$ cat config.mk
export PLATFORM = sky130hd
export DESIGN_NAME = pcd_decoder
export DESIGN_NICKNAME = d
export VERILOG_FILES = /design/src/hdl/pcd_pkg.sv /design/src/hdl/pcd_page_decode.sv /design/src/hdl/pcd_decoder.sv
export SDC_FILE = /design/constraint.sdc
export NUM_CORES = 1
export LEC_CHECK = 0
export BUFFER_PORTS_ARGS = -buffer_cell sky130_fd_sc_hd__buf_2
export CAP_MARGIN = 10
export CORE_UTILIZATION = 35
export CTS_CLUSTER_DIAMETER = 30
export CTS_CLUSTER_SIZE = 14
export DETAILED_ROUTE_END_ITERATION = 7
export HOLD_SLACK_MARGIN = 0.03
export SYNTH_ARGS = -nofsm -noshare
export SYNTH_HDL_FRONTEND = slang
export SYNTH_SLANG_ARGS = --single-unit
$ cat constraint.sdc
create_clock -name clk_sys_i -period 4.65 [get_ports clk_sys_i]
set_clock_uncertainty 0.05 [all_clocks]
set_input_delay 0.93 -clock clk_sys_i [delete_from_list [all_inputs] [get_ports clk_sys_i]]
set_output_delay 0.93 -clock clk_sys_i [all_outputs]
set_load 0.02 [all_outputs]
$ cat src/hdl/pcd_pkg.sv
// Package with layout constants and encodings of the parameter channel decoder.
package pcd_pkg;

  // Channel word field positions.
  localparam int unsigned REQ_CODE_MSB = 15;
  localparam int unsigned REQ_CODE_LSB = 12;
  localparam int unsigned SPARE_BIT = 11;
  localparam int unsigned BASE_NUM_MSB = 10;
  localparam int unsigned SUBIDX_MSB = 15;
  localparam int unsigned SUBIDX_LSB = 8;
  localparam int unsigned PAGE_MSB = 7;

  // Subindex limit.
  localparam logic [7:0] SUBIDX_MAX = 8'hFE;

  // Page index codes and their number offsets.
  localparam logic [7:0] PAGE_0 = 8'h00;
  localparam logic [7:0] PAGE_2K = 8'h80;
  localparam logic [7:0] PAGE_6K = 8'h90;
  localparam logic [7:0] PAGE_8K = 8'h20;
  localparam logic [7:0] PAGE_10K = 8'hA0;
  localparam logic [7:0] PAGE_20K = 8'h50;
  localparam logic [7:0] PAGE_30K = 8'hF0;
  localparam logic [14:0] OFS_0 = 15'h0000;
  localparam logic [14:0] OFS_2K = 15'h07D0;
  localparam logic [14:0] OFS_6K = 15'h1770;
  localparam logic [14:0] OFS_8K = 15'h1F40;
  localparam logic [14:0] OFS_10K = 15'h2710;
  localparam logic [14:0] OFS_20K = 15'h4E20;
  localparam logic [14:0] OFS_30K = 15'h7530;

  // Request codes.
  localparam logic [3:0] REQ_NONE = 4'h0;
  localparam logic [3:0] REQ_READ = 4'h1;
  localparam logic [3:0] REQ_WRITE_W = 4'h2;
  localparam logic [3:0] REQ_WRITE_D = 4'h3;
  localparam logic [3:0] REQ_READ_FIELD = 4'h6;
  localparam logic [3:0] REQ_WRITE_FIELD_W = 4'h7;
  localparam logic [3:0] REQ_WRITE_FIELD_D = 4'h8;

  // Response codes.
  localparam logic [3:0] RSP_NONE = 4'h0;
  localparam logic [3:0] RSP_WORD = 4'h1;
  localparam logic [3:0] RSP_DWORD = 4'h2;
  localparam logic [3:0] RSP_FAIL = 4'h7;

  // Error numbers for the failure response.
  localparam logic [15:0] ERR_BAD_NUMBER = 16'h0000;
  localparam logic [15:0] ERR_BAD_SUBIDX = 16'h0003;
  localparam logic [15:0] ERR_BAD_TYPE = 16'h0005;
  localparam logic [15:0] ERR_UNSUPPORTED = 16'h006A;

  typedef enum logic [1:0] {
    PCD_IDLE,
    PCD_WAIT,
    PCD_ANSWER
  } pcd_state_e;

endpackage

$ cat src/hdl/pcd_page_decode.sv
// Page index decoder: maps a page code to a parameter number offset.
`timescale 1ns/100ps
`default_nettype none

module pcd_page_decode
(
  // Page code in
  input wire logic [7:0] page_i,
  // Offset out
  output logic [14:0] offset_o,
  output logic valid_o
);

  always_comb
  begin
    valid_o = 1'b1;
    offset_o = pcd_pkg::OFS_0;
    case (page_i)
      pcd_pkg::PAGE_0: offset_o = pcd_pkg::OFS_0;
      pcd_pkg::PAGE_2K: offset_o = pcd_pkg::OFS_2K;
      pcd_pkg::PAGE_6K: offset_o = pcd_pkg::OFS_6K;
      pcd_pkg::PAGE_8K: offset_o = pcd_pkg::OFS_8K;
      pcd_pkg::PAGE_10K: offset_o = pcd_pkg::OFS_10K;
      pcd_pkg::PAGE_20K: offset_o = pcd_pkg::OFS_20K;
      pcd_pkg::PAGE_30K: offset_o = pcd_pkg::OFS_30K;
      default:
      begin
        valid_o = 1'b0;
      end
    endcase
  end

endmodule
`default_nettype wire

$ cat src/hdl/pcd_decoder.sv
// Parameter channel decoder: takes one request telegram, returns one response.
//
// Added by the designer: the address map and the plain strobed port.
`timescale 1ns/100ps
`default_nettype none

module pcd_decoder
(
  // Clock and reset
  input wire logic clk_sys_i,
  input wire logic reset_n_i,
  // Request telegram from the master
  input wire logic req_valid_i,
  input wire logic [15:0] parameter_id_word_i,
  input wire logic [15:0] parameter_index_word_i,
  input wire logic [15:0] value_high_word_i,
  input wire logic [15:0] value_low_word_i,
  // Parameter store access
  output logic store_req_o,
  output logic store_write_o,
  output logic [14:0] store_number_o,
  output logic [7:0] store_subindex_o,
  output logic store_indexed_o,
  output logic store_dword_o,
  output logic [31:0] store_wdata_o,
  input wire logic store_ack_i,
  input wire logic store_error_i,
  input wire logic [15:0] store_error_num_i,
  input wire logic store_is_dword_i,
  input wire logic [31:0] store_rdata_i,
  // Response telegram to the master
  output logic rsp_valid_o,
  output logic [15:0] rsp_id_word_o,
  output logic [15:0] rsp_index_word_o,
  output logic [15:0] rsp_value_high_o,
  output logic [15:0] rsp_value_low_o
);

  typedef struct packed {
    pcd_pkg::pcd_state_e state;
    logic [15:0] last_id;
    logic [15:0] last_ind;
    logic [31:0] last_val;
    logic have_last;
    logic req_busy;
    logic store_write;
    logic [14:0] store_number;
    logic [7:0] store_subindex;
    logic store_indexed;
    logic store_dword;
    logic [31:0] store_wdata;
    logic rsp_valid;
    logic [15:0] rsp_id;
    logic [15:0] rsp_ind;
    logic [15:0] rsp_hi;
    logic [15:0] rsp_lo;
  } pcd_state_s;

  pcd_state_s st_reg;
  pcd_state_s st_next;

  logic [3:0] req_code;
  logic [10:0] base_num;
  logic [7:0] subidx;
  logic [7:0] page;
  logic [14:0] page_ofs;
  logic page_ok;
  logic [14:0] full_num;
  logic [15:0] id_clean;
  logic is_write;
  logic is_dword;
  logic is_indexed;
  logic code_ok;
  logic repeat_req;
  logic [31:0] val_word;
  logic val_match;

  // ****************************************************************
  // Request field extraction
  // ****************************************************************
  // Bit 11 is masked out so a stray value cannot split a repeated request.
  assign id_clean = {parameter_id_word_i[15:12], 1'b0, parameter_id_word_i[10:0]};
  assign req_code = parameter_id_word_i[pcd_pkg::REQ_CODE_MSB:pcd_pkg::REQ_CODE_LSB];
  assign base_num = parameter_id_word_i[pcd_pkg::BASE_NUM_MSB:0];
  assign subidx = parameter_index_word_i[pcd_pkg::SUBIDX_MSB:pcd_pkg::SUBIDX_LSB];
  assign page = parameter_index_word_i[pcd_pkg::PAGE_MSB:0];

  pcd_page_decode u_page
  (
    .page_i(page),
    .offset_o(page_ofs),
    .valid_o(page_ok)
  );

  assign full_num = page_ofs + {4'h0, base_num};

  always_comb
  begin
    code_ok = 1'b1;
    is_write = 1'b0;
    is_dword = 1'b0;
    is_indexed = 1'b0;
    case (req_code)
      pcd_pkg::REQ_READ: is_write = 1'b0;
      pcd_pkg::REQ_WRITE_W: is_write = 1'b1;
      pcd_pkg::REQ_WRITE_D:
      begin
        is_write = 1'b1;
        is_dword = 1'b1;
      end
      pcd_pkg::REQ_READ_FIELD: is_indexed = 1'b1;
      pcd_pkg::REQ_WRITE_FIELD_W:
      begin
        is_write = 1'b1;
        is_indexed = 1'b1;
      end
      pcd_pkg::REQ_WRITE_FIELD_D:
      begin
        is_write = 1'b1;
        is_dword = 1'b1;
        is_indexed = 1'b1;
      end
      default: code_ok = 1'b0;
    endcase
  end

  // Reads ignore the value words, so filler that changes between repeats is not news.
  assign val_word = is_write ? {value_high_word_i, value_low_word_i} : 32'h0000_0000;
  assign val_match = (val_word == st_reg.last_val);

  // A repeated telegram is recognised by the ID word (bit 11 aside), the index word and, for writes only, the value words matching the last one.
  assign repeat_req = st_reg.have_last && (id_clean == st_reg.last_id) &&
    (parameter_index_word_i == st_reg.last_ind) && val_match;

  // ****************************************************************
  // Sequencer
  // ****************************************************************
  always_comb
  begin
    st_next = st_reg;
    st_next.req_busy = 1'b0;
    case (st_reg.state)
      pcd_pkg::PCD_IDLE:
      begin
        if (req_valid_i && (req_code != pcd_pkg::REQ_NONE) && !repeat_req)
        begin
          st_next.last_id = id_clean;
          st_next.last_ind = parameter_index_word_i;
          st_next.last_val = val_word;
          st_next.have_last = 1'b1;
          // Rejected requests answer at once with the failure code and never reach the store.
          st_next.rsp_id = {pcd_pkg::RSP_FAIL, 1'b0, base_num};
          st_next.rsp_ind = parameter_index_word_i;
          st_next.rsp_hi = 16'h0000;
          st_next.rsp_valid = 1'b1;
          if (!code_ok)
          begin
            st_next.rsp_lo = pcd_pkg::ERR_UNSUPPORTED;
          end
          else if (!page_ok || (base_num == 11'h000))
          begin
            st_next.rsp_lo = pcd_pkg::ERR_BAD_NUMBER;
          end
          else if (subidx > pcd_pkg::SUBIDX_MAX)
          begin
            st_next.rsp_lo = pcd_pkg::ERR_BAD_SUBIDX;
          end
          else if (is_write && !is_dword && (value_high_word_i != 16'h0000))
          begin
            st_next.rsp_lo = pcd_pkg::ERR_BAD_TYPE;
          end
          else
          begin
            st_next.rsp_valid = 1'b0;
            st_next.req_busy = 1'b1;
            st_next.store_write = is_write;
            st_next.store_number = full_num;
            st_next.store_subindex = is_indexed ? subidx : 8'h00;
            st_next.store_indexed = is_indexed;
            st_next.store_dword = is_dword;
            // Read requests ignore the value words whatever the master sends.
            st_next.store_wdata = is_write ? {value_high_word_i, value_low_word_i} :
              32'h0000_0000;
            st_next.state = pcd_pkg::PCD_WAIT;
          end
        end
        else if (req_valid_i && (req_code == pcd_pkg::REQ_NONE))
        begin
          st_next.have_last = 1'b0;
          st_next.rsp_valid = 1'b1;
          st_next.rsp_id = 16'h0000;
          st_next.rsp_ind = 16'h0000;
          st_next.rsp_hi = 16'h0000;
          st_next.rsp_lo = 16'h0000;
        end
        else if (req_valid_i)
        begin
          // A repeat of an answered request gets the held response again.
          st_next.rsp_valid = 1'b1;
        end
        else
        begin
          st_next.rsp_valid = 1'b0;
        end
      end
      pcd_pkg::PCD_WAIT:
      begin
        // Telegrams arriving while the store is busy are not taken; repeats bring them back.
        st_next.req_busy = !store_ack_i;
        if (store_ack_i)
        begin
          st_next.state = pcd_pkg::PCD_ANSWER;
          st_next.rsp_ind = st_reg.last_ind;
          if (store_error_i)
          begin
            st_next.rsp_id = {pcd_pkg::RSP_FAIL, 1'b0, st_reg.last_id[10:0]};
            st_next.rsp_hi = 16'h0000;
            st_next.rsp_lo = store_error_num_i;
          end
          else if (st_reg.store_write)
          begin
            // A write echoes the value it stored.
            st_next.rsp_id = {st_reg.store_dword ? pcd_pkg::RSP_DWORD : pcd_pkg::RSP_WORD,
              1'b0, st_reg.last_id[10:0]};
            st_next.rsp_hi = st_reg.store_dword ? st_reg.store_wdata[31:16] : 16'h0000;
            st_next.rsp_lo = st_reg.store_wdata[15:0];
          end
          else if (store_is_dword_i)
          begin
            st_next.rsp_id = {pcd_pkg::RSP_DWORD, 1'b0, st_reg.last_id[10:0]};
            st_next.rsp_hi = store_rdata_i[31:16];
            st_next.rsp_lo = store_rdata_i[15:0];
          end
          else
          begin
            st_next.rsp_id = {pcd_pkg::RSP_WORD, 1'b0, st_reg.last_id[10:0]};
            st_next.rsp_hi = 16'h0000;
            st_next.rsp_lo = store_rdata_i[15:0];
          end
        end
      end
      pcd_pkg::PCD_ANSWER:
      begin
        // The whole response is presented in one beat.
        st_next.rsp_valid = 1'b1;
        st_next.state = pcd_pkg::PCD_IDLE;
      end
      default:
      begin
        st_next.state = pcd_pkg::PCD_IDLE;
      end
    endcase
  end

  // Reset forgets the held request, so the first telegram after it is always executed.
  always_ff @(posedge clk_sys_i)
  begin
    if (!reset_n_i)
    begin
      st_reg <= '0;
      st_reg.state <= pcd_pkg::PCD_IDLE;
    end
    else
    begin
      st_reg <= st_next;
    end
  end

  // ****************************************************************
  // Outputs
  // ****************************************************************
  assign store_req_o = st_reg.req_busy;
  assign store_write_o = st_reg.store_write;
  assign store_number_o = st_reg.store_number;
  assign store_subindex_o = st_reg.store_subindex;
  assign store_indexed_o = st_reg.store_indexed;
  assign store_dword_o = st_reg.store_dword;
  assign store_wdata_o = st_reg.store_wdata;
  assign rsp_valid_o = st_reg.rsp_valid;
  assign rsp_id_word_o = st_reg.rsp_id;
  assign rsp_index_word_o = st_reg.rsp_ind;
  assign rsp_value_high_o = st_reg.rsp_hi;
  assign rsp_value_low_o = st_reg.rsp_lo;

endmodule
`default_nettype wire

# Word-level counts from Yosys, hierarchy flattened
# Index checks and enable logic that the tools add are counted.
# op_classes
addsub,1
magnitude_cmp,1
eq_ne,25
muxes,42
bitwise_logic,3
n_reduce_logical,33
# op_table
operator,count
60-bit 2-to-1 mux,4
32-bit 2-to-1 mux,4
64-bit 2-to-1 mux,2
64-bit case mux with 2 select lines,1
16-bit 2-to-1 mux,7
15-bit case mux with 6 select lines,1
66-bit 2-to-1 mux,1
65-bit 2-to-1 mux,1
59-bit 2-to-1 mux,1
32-bit equality test,1
"8-bit equality test, second input constant",4
16-bit equality test,1
16-bit nonzero test,1
15-bit by 11-bit adder with 15-bit output,1
15-bit equality test,1
14-bit 2-to-1 mux,1
2-bit 2-to-1 mux,6
"2-bit inequality test, second input constant",6
6-bit AND reduction,2
11-bit logical NOT,1
1-bit 2-to-1 mux,9
"4-bit by 2-bit equality test with 1-bit output, second input constant",2
"4-bit by 3-bit equality test with 1-bit output, second input constant",2
"8-bit by 6-bit equality test with 1-bit output, second input constant",1
28 further kinds,44
# totals
reg_bits,190
output_inout_bits,124
elab_cells,122

# Logic depth before layout (Yosys ltp)
# Gate-level depths: netlist of run 1.
# depth
ltp_word,12
ltp_mapped,16
ltp_nobuf,15

# Modules after synthesis
# Synthesis of run 1 repeated with hierarchy kept, for this count alone.
# unflattened
cells_unflattened,1280
hier_area_um2,10935.5
# by_module_without_submodules
module,instances,cells_per_inst,area_each_um2,seq_area_each_um2
pcd_decoder,1,1241,10613.9,3763.6
pcd_page_decode,1,39,321.6,0.0

# Worst setup path after synthesis of run 1
# No wires, ideal clock.
# synth_timing
kind,input-to-reg
from,input port parameter_id_word_i[13]
to,register st_reg (netlist bit rsp_value_low_o[11])
arrival_time_ns,3.865
slack_ns,0.664
cell_stages,14
path_cell_list,buf_2 -> or4b_4 -> o21a_1 -> buf_6 -> o21ai_0 -> nand4_1 -> or4_4 -> nor4_4 -> or4_1 -> buf_4 -> and2_1 -> buf_6 -> buf_6 -> mux2i_1
# synth_via
elab_chain_len,10
word_cells_on_any_way,33
cone_classes,eq/ne: 10; mux: 7; reduce/logical: 16
# synth_lines
item,line,text
from (decl),pcd_decoder.sv:14,"input wire logic [15:0] parameter_id_word_i,"
"4-bit equality test, or another cell as far along",pcd_decoder.sv:103,case (req_code)
4-bit OR reduction (no line),-,
1-bit 2-to-1 mux,pcd_decoder.sv:103,
32-bit 2-to-1 mux,pcd_decoder.sv:128,"assign val_word = is_write ? {value_high_word_i, value_low_word_i} : 32'h0000_0000;"
32-bit equality test,pcd_decoder.sv:129,assign val_match = (val_word == st_reg.last_val);
1-bit logical AND,pcd_decoder.sv:133,(parameter_index_word_i == st_reg.last_ind) && val_match;
1-bit logical NOT,pcd_decoder.sv:145,if (req_valid_i && (req_code != pcd_pkg::REQ_NONE) && !repeat_req)
1-bit logical AND,pcd_decoder.sv:145,
"6-bit inequality test (no line), or another cell as far along",-,
4-bit AND reduction (no line) or 64-bit case mux with 2 select lines (tied branches),-,
to (signal assigned),pcd_decoder.sv:265,st_reg <= st_next;
to (decl),pcd_decoder.sv:59,pcd_state_s st_reg;
# Several ways; a longest one is shown, not always the timed one.
# A chain may end at the register's enable or synchronous reset.

# Final worst setup path of run 1
# layout_timing
from,input port parameter_id_word_i[12]
to,register st_reg (netlist bit rsp_value_low_o[12])
# Same word-level chain as after synthesis.

==> results.sh, run 1 <==
export IMPL_hold_class="flip-flop to flip-flop"
export IMPL_path_buf_inv=3
export IMPL_die_x_um=177
export IMPL_clk_pin_slew_ns=0.08
export IMPL_setup_viol=0
export IMPL_hold_path_endpoint="rsp_value_low_o[6]"
export IMPL_port_buffer_count=238
export IMPL_fmax_mhz=257
export IMPL_slew_violations=0
export IMPL_yosysSeqAreaShare=0.352
export IMPL_drtIter0Drc=697
export IMPL_postRouteAntennaNets=0
export IMPL_tightest_slew_ns=1.06
export IMPL_busiest_layer="met2"
export IMPL_synth_edf_count=0
export IMPL_worst_setup_path_end_kind="flip-flop"
export IMPL_cts_max_level=4
export IMPL_totalNegativeSetupSlack_ns=0
export IMPL_first_global_vias=8914
export IMPL_largest_register_ffs=66
export IMPL_slew_headroom=0.293
export IMPL_maxCapViolations=0
export IMPL_antenna_cells=0
export IMPL_routabilityCongestion=0.859
export IMPL_vdd_drop_max_v=0.000216
export IMPL_vias=9608
export IMPL_slowest_delay_ns=0.59
export IMPL_start_util=0.358
export IMPL_drive_gt1_frac=0.223
export IMPL_whs_path_depth=2
export IMPL_fin_nets=1546
export IMPL_io_pins=242
export IMPL_vias_per_cell=5.27
export IMPL_grt_use_met1=0.276
export IMPL_syn_cell_area_um2=10700
export IMPL_worstPathCellList="buf_2, or4b_4, o21a_1, buf_12, o21ai_0, nand4_1, or4_4, nor4_4, or4_2, and2_1, buf_4, mux2i_1"
export IMPL_clock_latency_ns=0.43
export IMPL_p_total_mw=3.60
export IMPL_hold_slack_ns=0.401
export IMPL_ff2ff_setup_slack_ns=1.22
export IMPL_cp_arrival_ns=4.21
export IMPL_overflow=0
export IMPL_design_die_area_um2=31200
export IMPL_grt_pass1_wl_um=49100
export IMPL_final_hold_viol_count=0
export IMPL_synthFlopType="dfxtp_1"
export IMPL_met2_usage=0.318
export IMPL_core_area_um2=29900
export IMPL_wire_per_inst_um=17.2
export IMPL_r2r_start="st_reg[179]"
export IMPL_drt_wl_total_um=31300
export IMPL_r2r_cells=11
export IMPL_crit_required_ns=4.96
export IMPL_first_pass_iters=7
export IMPL_slowest_stage="or4b_4"
export IMPL_ys_seq_elements=188
export IMPL_crit_start="parameter_id_word_i[12]"
export IMPL_die_h_um=177
export IMPL_grt_total_usage=0.199
export IMPL_met3_usage=0.0344
export IMPL_drc=0
export IMPL_synth_cells=1358
export IMPL_cts_root_buffer="clkbuf_16"
export IMPL_rows=63
export IMPL_cts_hold_buf=0
export IMPL_yosysWarnings=0
export IMPL_postCtsSetupRepairBufs=0
export IMPL_area_growth_syn_to_layout_pct=11.5
export IMPL_synth_area_per_cell_um2=7.87
export IMPL_dp_hpwl_um=23100
export IMPL_crit_path_max_fanout=29
export IMPL_final_min_clock_period_ns=3.89
export IMPL_rsz0062_at_grt="no"
export IMPL_cts_sinks=188
export IMPL_cts_made_buffers=17
export IMPL_nFillCells=3089
export IMPL_post_route_period_util=0.838
export IMPL_grt_max_degree=140
export IMPL_ctsResizeCount=0
export IMPL_synth_cell_type_count=58
export IMPL_p_leak_nw=4.58
export IMPL_path_delay_family="simple AND/OR/NAND/NOR gates"
export IMPL_cts_buffer_depth=2
export IMPL_hp_start="rsp_value_low_o[6]"
export IMPL_r2r_end="rsp_value_low_o[12]"
export IMPL_antenna_found_initial=1
export IMPL_async_flop_share=0
export IMPL_start_kind="input port"
export IMPL_path_class="input port to flip-flop"
export IMPL_power_density_nw_per_um2=302
export IMPL_run_status="finished, final reports clean"
export IMPL_cts_tree="yes"
worst max path at each step:
stage | endpoint | depth (start not counted)
after floorplan | rsp_value_low_o[11] | 14
after global placement | rsp_index_word_o[4] | 11
after detailed placement | rsp_value_low_o[12] | 12
after CTS | rsp_value_low_o[12] | 12
after global routing | st_reg[176] | 13
final | rsp_value_low_o[12] | 12
worst min-delay path: stages, from the launching register on:
cell and delay, ns:
dfxtp_1 0.31, nand2_1 0.05, o21ai_1 0.05
through the flow:
step	setup slack (ns)	utilization	instances	instance area, um^2
floorplan	0.664	-	1359	10700
global placement	0.352	0.380	1790	11400
detailed placement	0.317	0.380	1790	11400
CTS	0.752	0.399	1821	11900
global route	0.513	0.399	1822	11900
finish	0.756	0.399	1822	11900
layer usage:
metal,vias to the layer above,wire length (um)
met2,288,14100
met3,30,1740
met5,-,11
met4,2,398
li1,4801,-
met1,4487,15100
cell usage after synthesis (10+ instances only):
cell,number,area [um^2]
nand2_1,193,724
dfxtp_1,188,3760
o21ai_0,122,611
buf_4,120,901
clkbuf_1,82,308
nand3_1,76,380
a21boi_0,58,435
nand4_1,57,357
nor2_1,51,191
a21oi_1,48,240
xnor2_1,48,420
a22oi_1,47,353
mux2i_1,44,440
nor3_1,25,125
nor2b_1,22,138
inv_1,14,52.6
a31oi_1,12,75.1
nor4bb_1,11,110
buf_2,10,50.1
area by class of cell:
type / count / area, um^2 / area share
Multi-Input combinational cell: 930 / 5550 / 0.466
Clock inverter: 14 / 135 / 0.0113
Sequential cell: 188 / 3760 / 0.316
Timing Repair Buffer: 269 / 1510 / 0.126
Inverter: 14 / 52.6 / 0.00441
Tap cell: 390 / 488 / 0.0409
Clock buffer: 17 / 425 / 0.0357
logic make-up after synthesis:
logic type	after synthesis	synth area share
compound gates	337	0.197
xor+xnor	52	0.0426
fa+ha+maj	8	0.0101
buf+inv	241	0.132
flops	188	0.352
mux	44	0.0412
other cells	1	0.000351
simple gates	487	0.225
cell usage in the layout (no fill, tap or decap), drive strengths merged, types with 5 or more instances in the layout:
cell,synthesis,final
nor4bb,11,11
nand3,76,76
clkinv,0,7
inv,14,19
nor3,26,26
ha,7,7
a21oi,48,48
buf,145,269
nand4,57,57
o21a,5,5
or2,6,6
mux2i,44,44
and2,6,6
o2111ai,6,6
o21ai,130,130
a21boi,58,58
a22oi,47,47
nor2,51,51
nand2,193,193
dfxtp,188,188
o32ai,5,5
a31oi,12,12
xnor2,48,48
and3,5,5
nor2b,22,22
nor4,11,11
clkbuf,82,17
nand2b,7,7
or4,7,7
where the power goes:
group,internal [mW],switching [mW]
logic,0.191,0.320
registers,1.65,0.0321
clock network,0.705,0.700
(Power assumes the default switching activity.)
==> run 2: changes to the inputs <==
Clock period 4.65 ns to 3.8 ns, I/O delays scaled along.
==> run 2 against run 1 <==
Effect of this change: critical path depth is the same; count of clock-buffer cells in the layout up 1; wire length grew 0.64%; combinational power is 27% higher; sequential share of layout area is 0.78 points lower; clock power up 28%; critical path type unchanged; largest cell class unchanged.
==> results.sh, run 2 (synthesis results as in run 1) <==
export IMPL_final_min_clock_period_ns=3.51
export IMPL_core_area_um2=29900
export IMPL_drtIter0Drc=841
export IMPL_p_leak_nw=4.74
export IMPL_vias=9833
export IMPL_crit_path_frequent_cell="buf_12"
export IMPL_overflow=0
export IMPL_cts_root_buffer="clkbuf_16"
export IMPL_cts_hold_buf=0
export IMPL_slowest_delay_ns=0.53
export IMPL_first_pass_iters=5
export IMPL_final_hold_viol_count=0
export IMPL_cts_buffer_depth=2
export IMPL_tightest_slew_ns=0.975
export IMPL_busiest_layer="met2"
export IMPL_hold_class="flip-flop to flip-flop"
export IMPL_cts_tree="yes"
export IMPL_cts_sinks=188
export IMPL_crit_required_ns=4.06
export IMPL_run_status="finished, final reports clean"
export IMPL_largest_register_ffs=66
export IMPL_start_kind="input port"
export IMPL_io_pins=242
export IMPL_vias_per_cell=5.31
export IMPL_ctsResizeCount=0
export IMPL_maxCapViolations=0
export IMPL_design_die_area_um2=31200
export IMPL_met3_usage=0.0372
export IMPL_fin_ws_ns=0.285
export IMPL_power_density_nw_per_um2=370
export IMPL_slowest_stage="or4b_4"
export IMPL_cts_max_level=4
export IMPL_grt_total_usage=0.199
export IMPL_area_growth_syn_to_layout_pct=14.4
export IMPL_clk_pin_slew_ns=0.07
export IMPL_drt_wl_total_um=31500
export IMPL_path_buf_inv=4
export IMPL_postLayoutCoreUtil=0.409
export IMPL_postCtsSetupRepairBufs=0
export IMPL_grt_pass1_wl_um=48900
export IMPL_final_common_cell="buf_2"
export IMPL_die_x_um=177
export IMPL_post_route_period_util=0.925
export IMPL_worst_setup_path_end_kind="flip-flop"
export IMPL_postRouteAntennaNets=0
export IMPL_setup_viol=0
export IMPL_mostFrequentLayoutCells="buf_2 (237), nand2_1 (193), dfxtp_1 (188)"
export IMPL_die_h_um=177
export IMPL_cts_made_buffers=17
export IMPL_vdd_drop_max_v=0.000287
export IMPL_clock_latency_ns=0.44
export IMPL_slew_headroom=0.345
export IMPL_drc=0
export IMPL_nFillCells=2990
export IMPL_post_place_ws_ns=-0.0641
export IMPL_rsz0062_at_grt="no"
export IMPL_met2_usage=0.315
export IMPL_start_util=0.358
export IMPL_slew_violations=0
export IMPL_dp_hpwl_um=23400
export IMPL_cp_arrival_ns=3.78
export IMPL_grt_use_met1=0.271
export IMPL_drive_gt1_frac=0.237
export IMPL_hold_slack_ns=0.401
export IMPL_rows=63
export IMPL_first_global_vias=8889
export IMPL_port_buffer_count=238
export IMPL_path_class="input port to flip-flop"
export IMPL_routabilityCongestion=0.884
export IMPL_path_delay_family="simple AND/OR/NAND/NOR gates"
export IMPL_fin_nets=1573
export IMPL_grt_max_degree=82
export IMPL_antenna_found_initial=3
export IMPL_wire_per_inst_um=17.0
export IMPL_worstPathCellList="buf_2, or4b_4, o21a_1, buf_12, buf_4, nor2_1, o22ai_1, or4_1, o41a_1, buf_12, a22oi_1, a21oi_1"
export IMPL_fmax_mhz=285
export IMPL_crit_path_max_fanout=27
[run 2: cell count changes in the layout (fill, tap and decap cells not counted)]
cell        change
clkinv_2        -1
clkinv_8        -1
bufinv_16       +1
diode_2         +1
clkbuf_1        +1
clkinv_4        -3
buf_12          +6
inv_6           +1
buf_4          +21
clkinvlp_4      +2
inv_8           +1
[run 2: path summary, 6_finish.rpt]
check | endpoint | cells past startpoint | slack [ns] | from
worst min-delay path | rsp_value_low_o[5] | 2 | 0.40 | rsp_value_low_o[5]
worst max register to register | store_wdata_o[20] | 13 | 0.55 | st_reg[176]
worst max-delay path | rsp_index_word_o[5] | 12 | 0.29 | parameter_id_word_i[12]
worst min register to register | rsp_value_low_o[5] | 2 | 0.40 | rsp_value_low_o[5]
[run 2: per-stage QoR]
step	cells	setup TNS (ns)	total power [mW]	cell area (um^2)
finish	1851	0	4.52	12200
detailed placement	1817	-0.315	2.75	11600
floorplan	1359	0	2.52	10700
CTS	1849	0	4.54	12200
global route	1851	0	4.69	12200
global placement	1817	-0.0704	2.74	11600
[run 2: final cells by class]
cell class              instances  area [um^2]  share of cell area
diodes                          1         2.50            0.000205
clock buffers                  18          429              0.0351
clock inverters                14          153              0.0125
inverters                      14         52.6             0.00430
multi-input cells             930         5550               0.454
flip-flops and latches        188         3760               0.308
well taps                     390          488              0.0399
repair buffers                296         1780               0.146
[run 2: tightest hold or removal path: cells and delay by family (launching register included)]
family | cells | cell delay (ns)
AOI/OAI and AO/OA | 1 | 0.05
DFF | 1 | 0.31
and+or+nand+nor | 1 | 0.05
[run 2: power breakdown]
group	internal, mW	total [mW]	switching (mW)
clock network	0.933	1.80	0.870
logic	0.253	0.650	0.397
registers	2.02	2.06	0.0400
[run 2: layer usage]
metal	wire [um]	share of wire	vias to the layer above
li1	-	-	4865
met1	14900	0.47	4622
met2	14100	0.45	299
met3	1790	0.057	43
met4	661	0.021	4
met5	23	0.00073	-
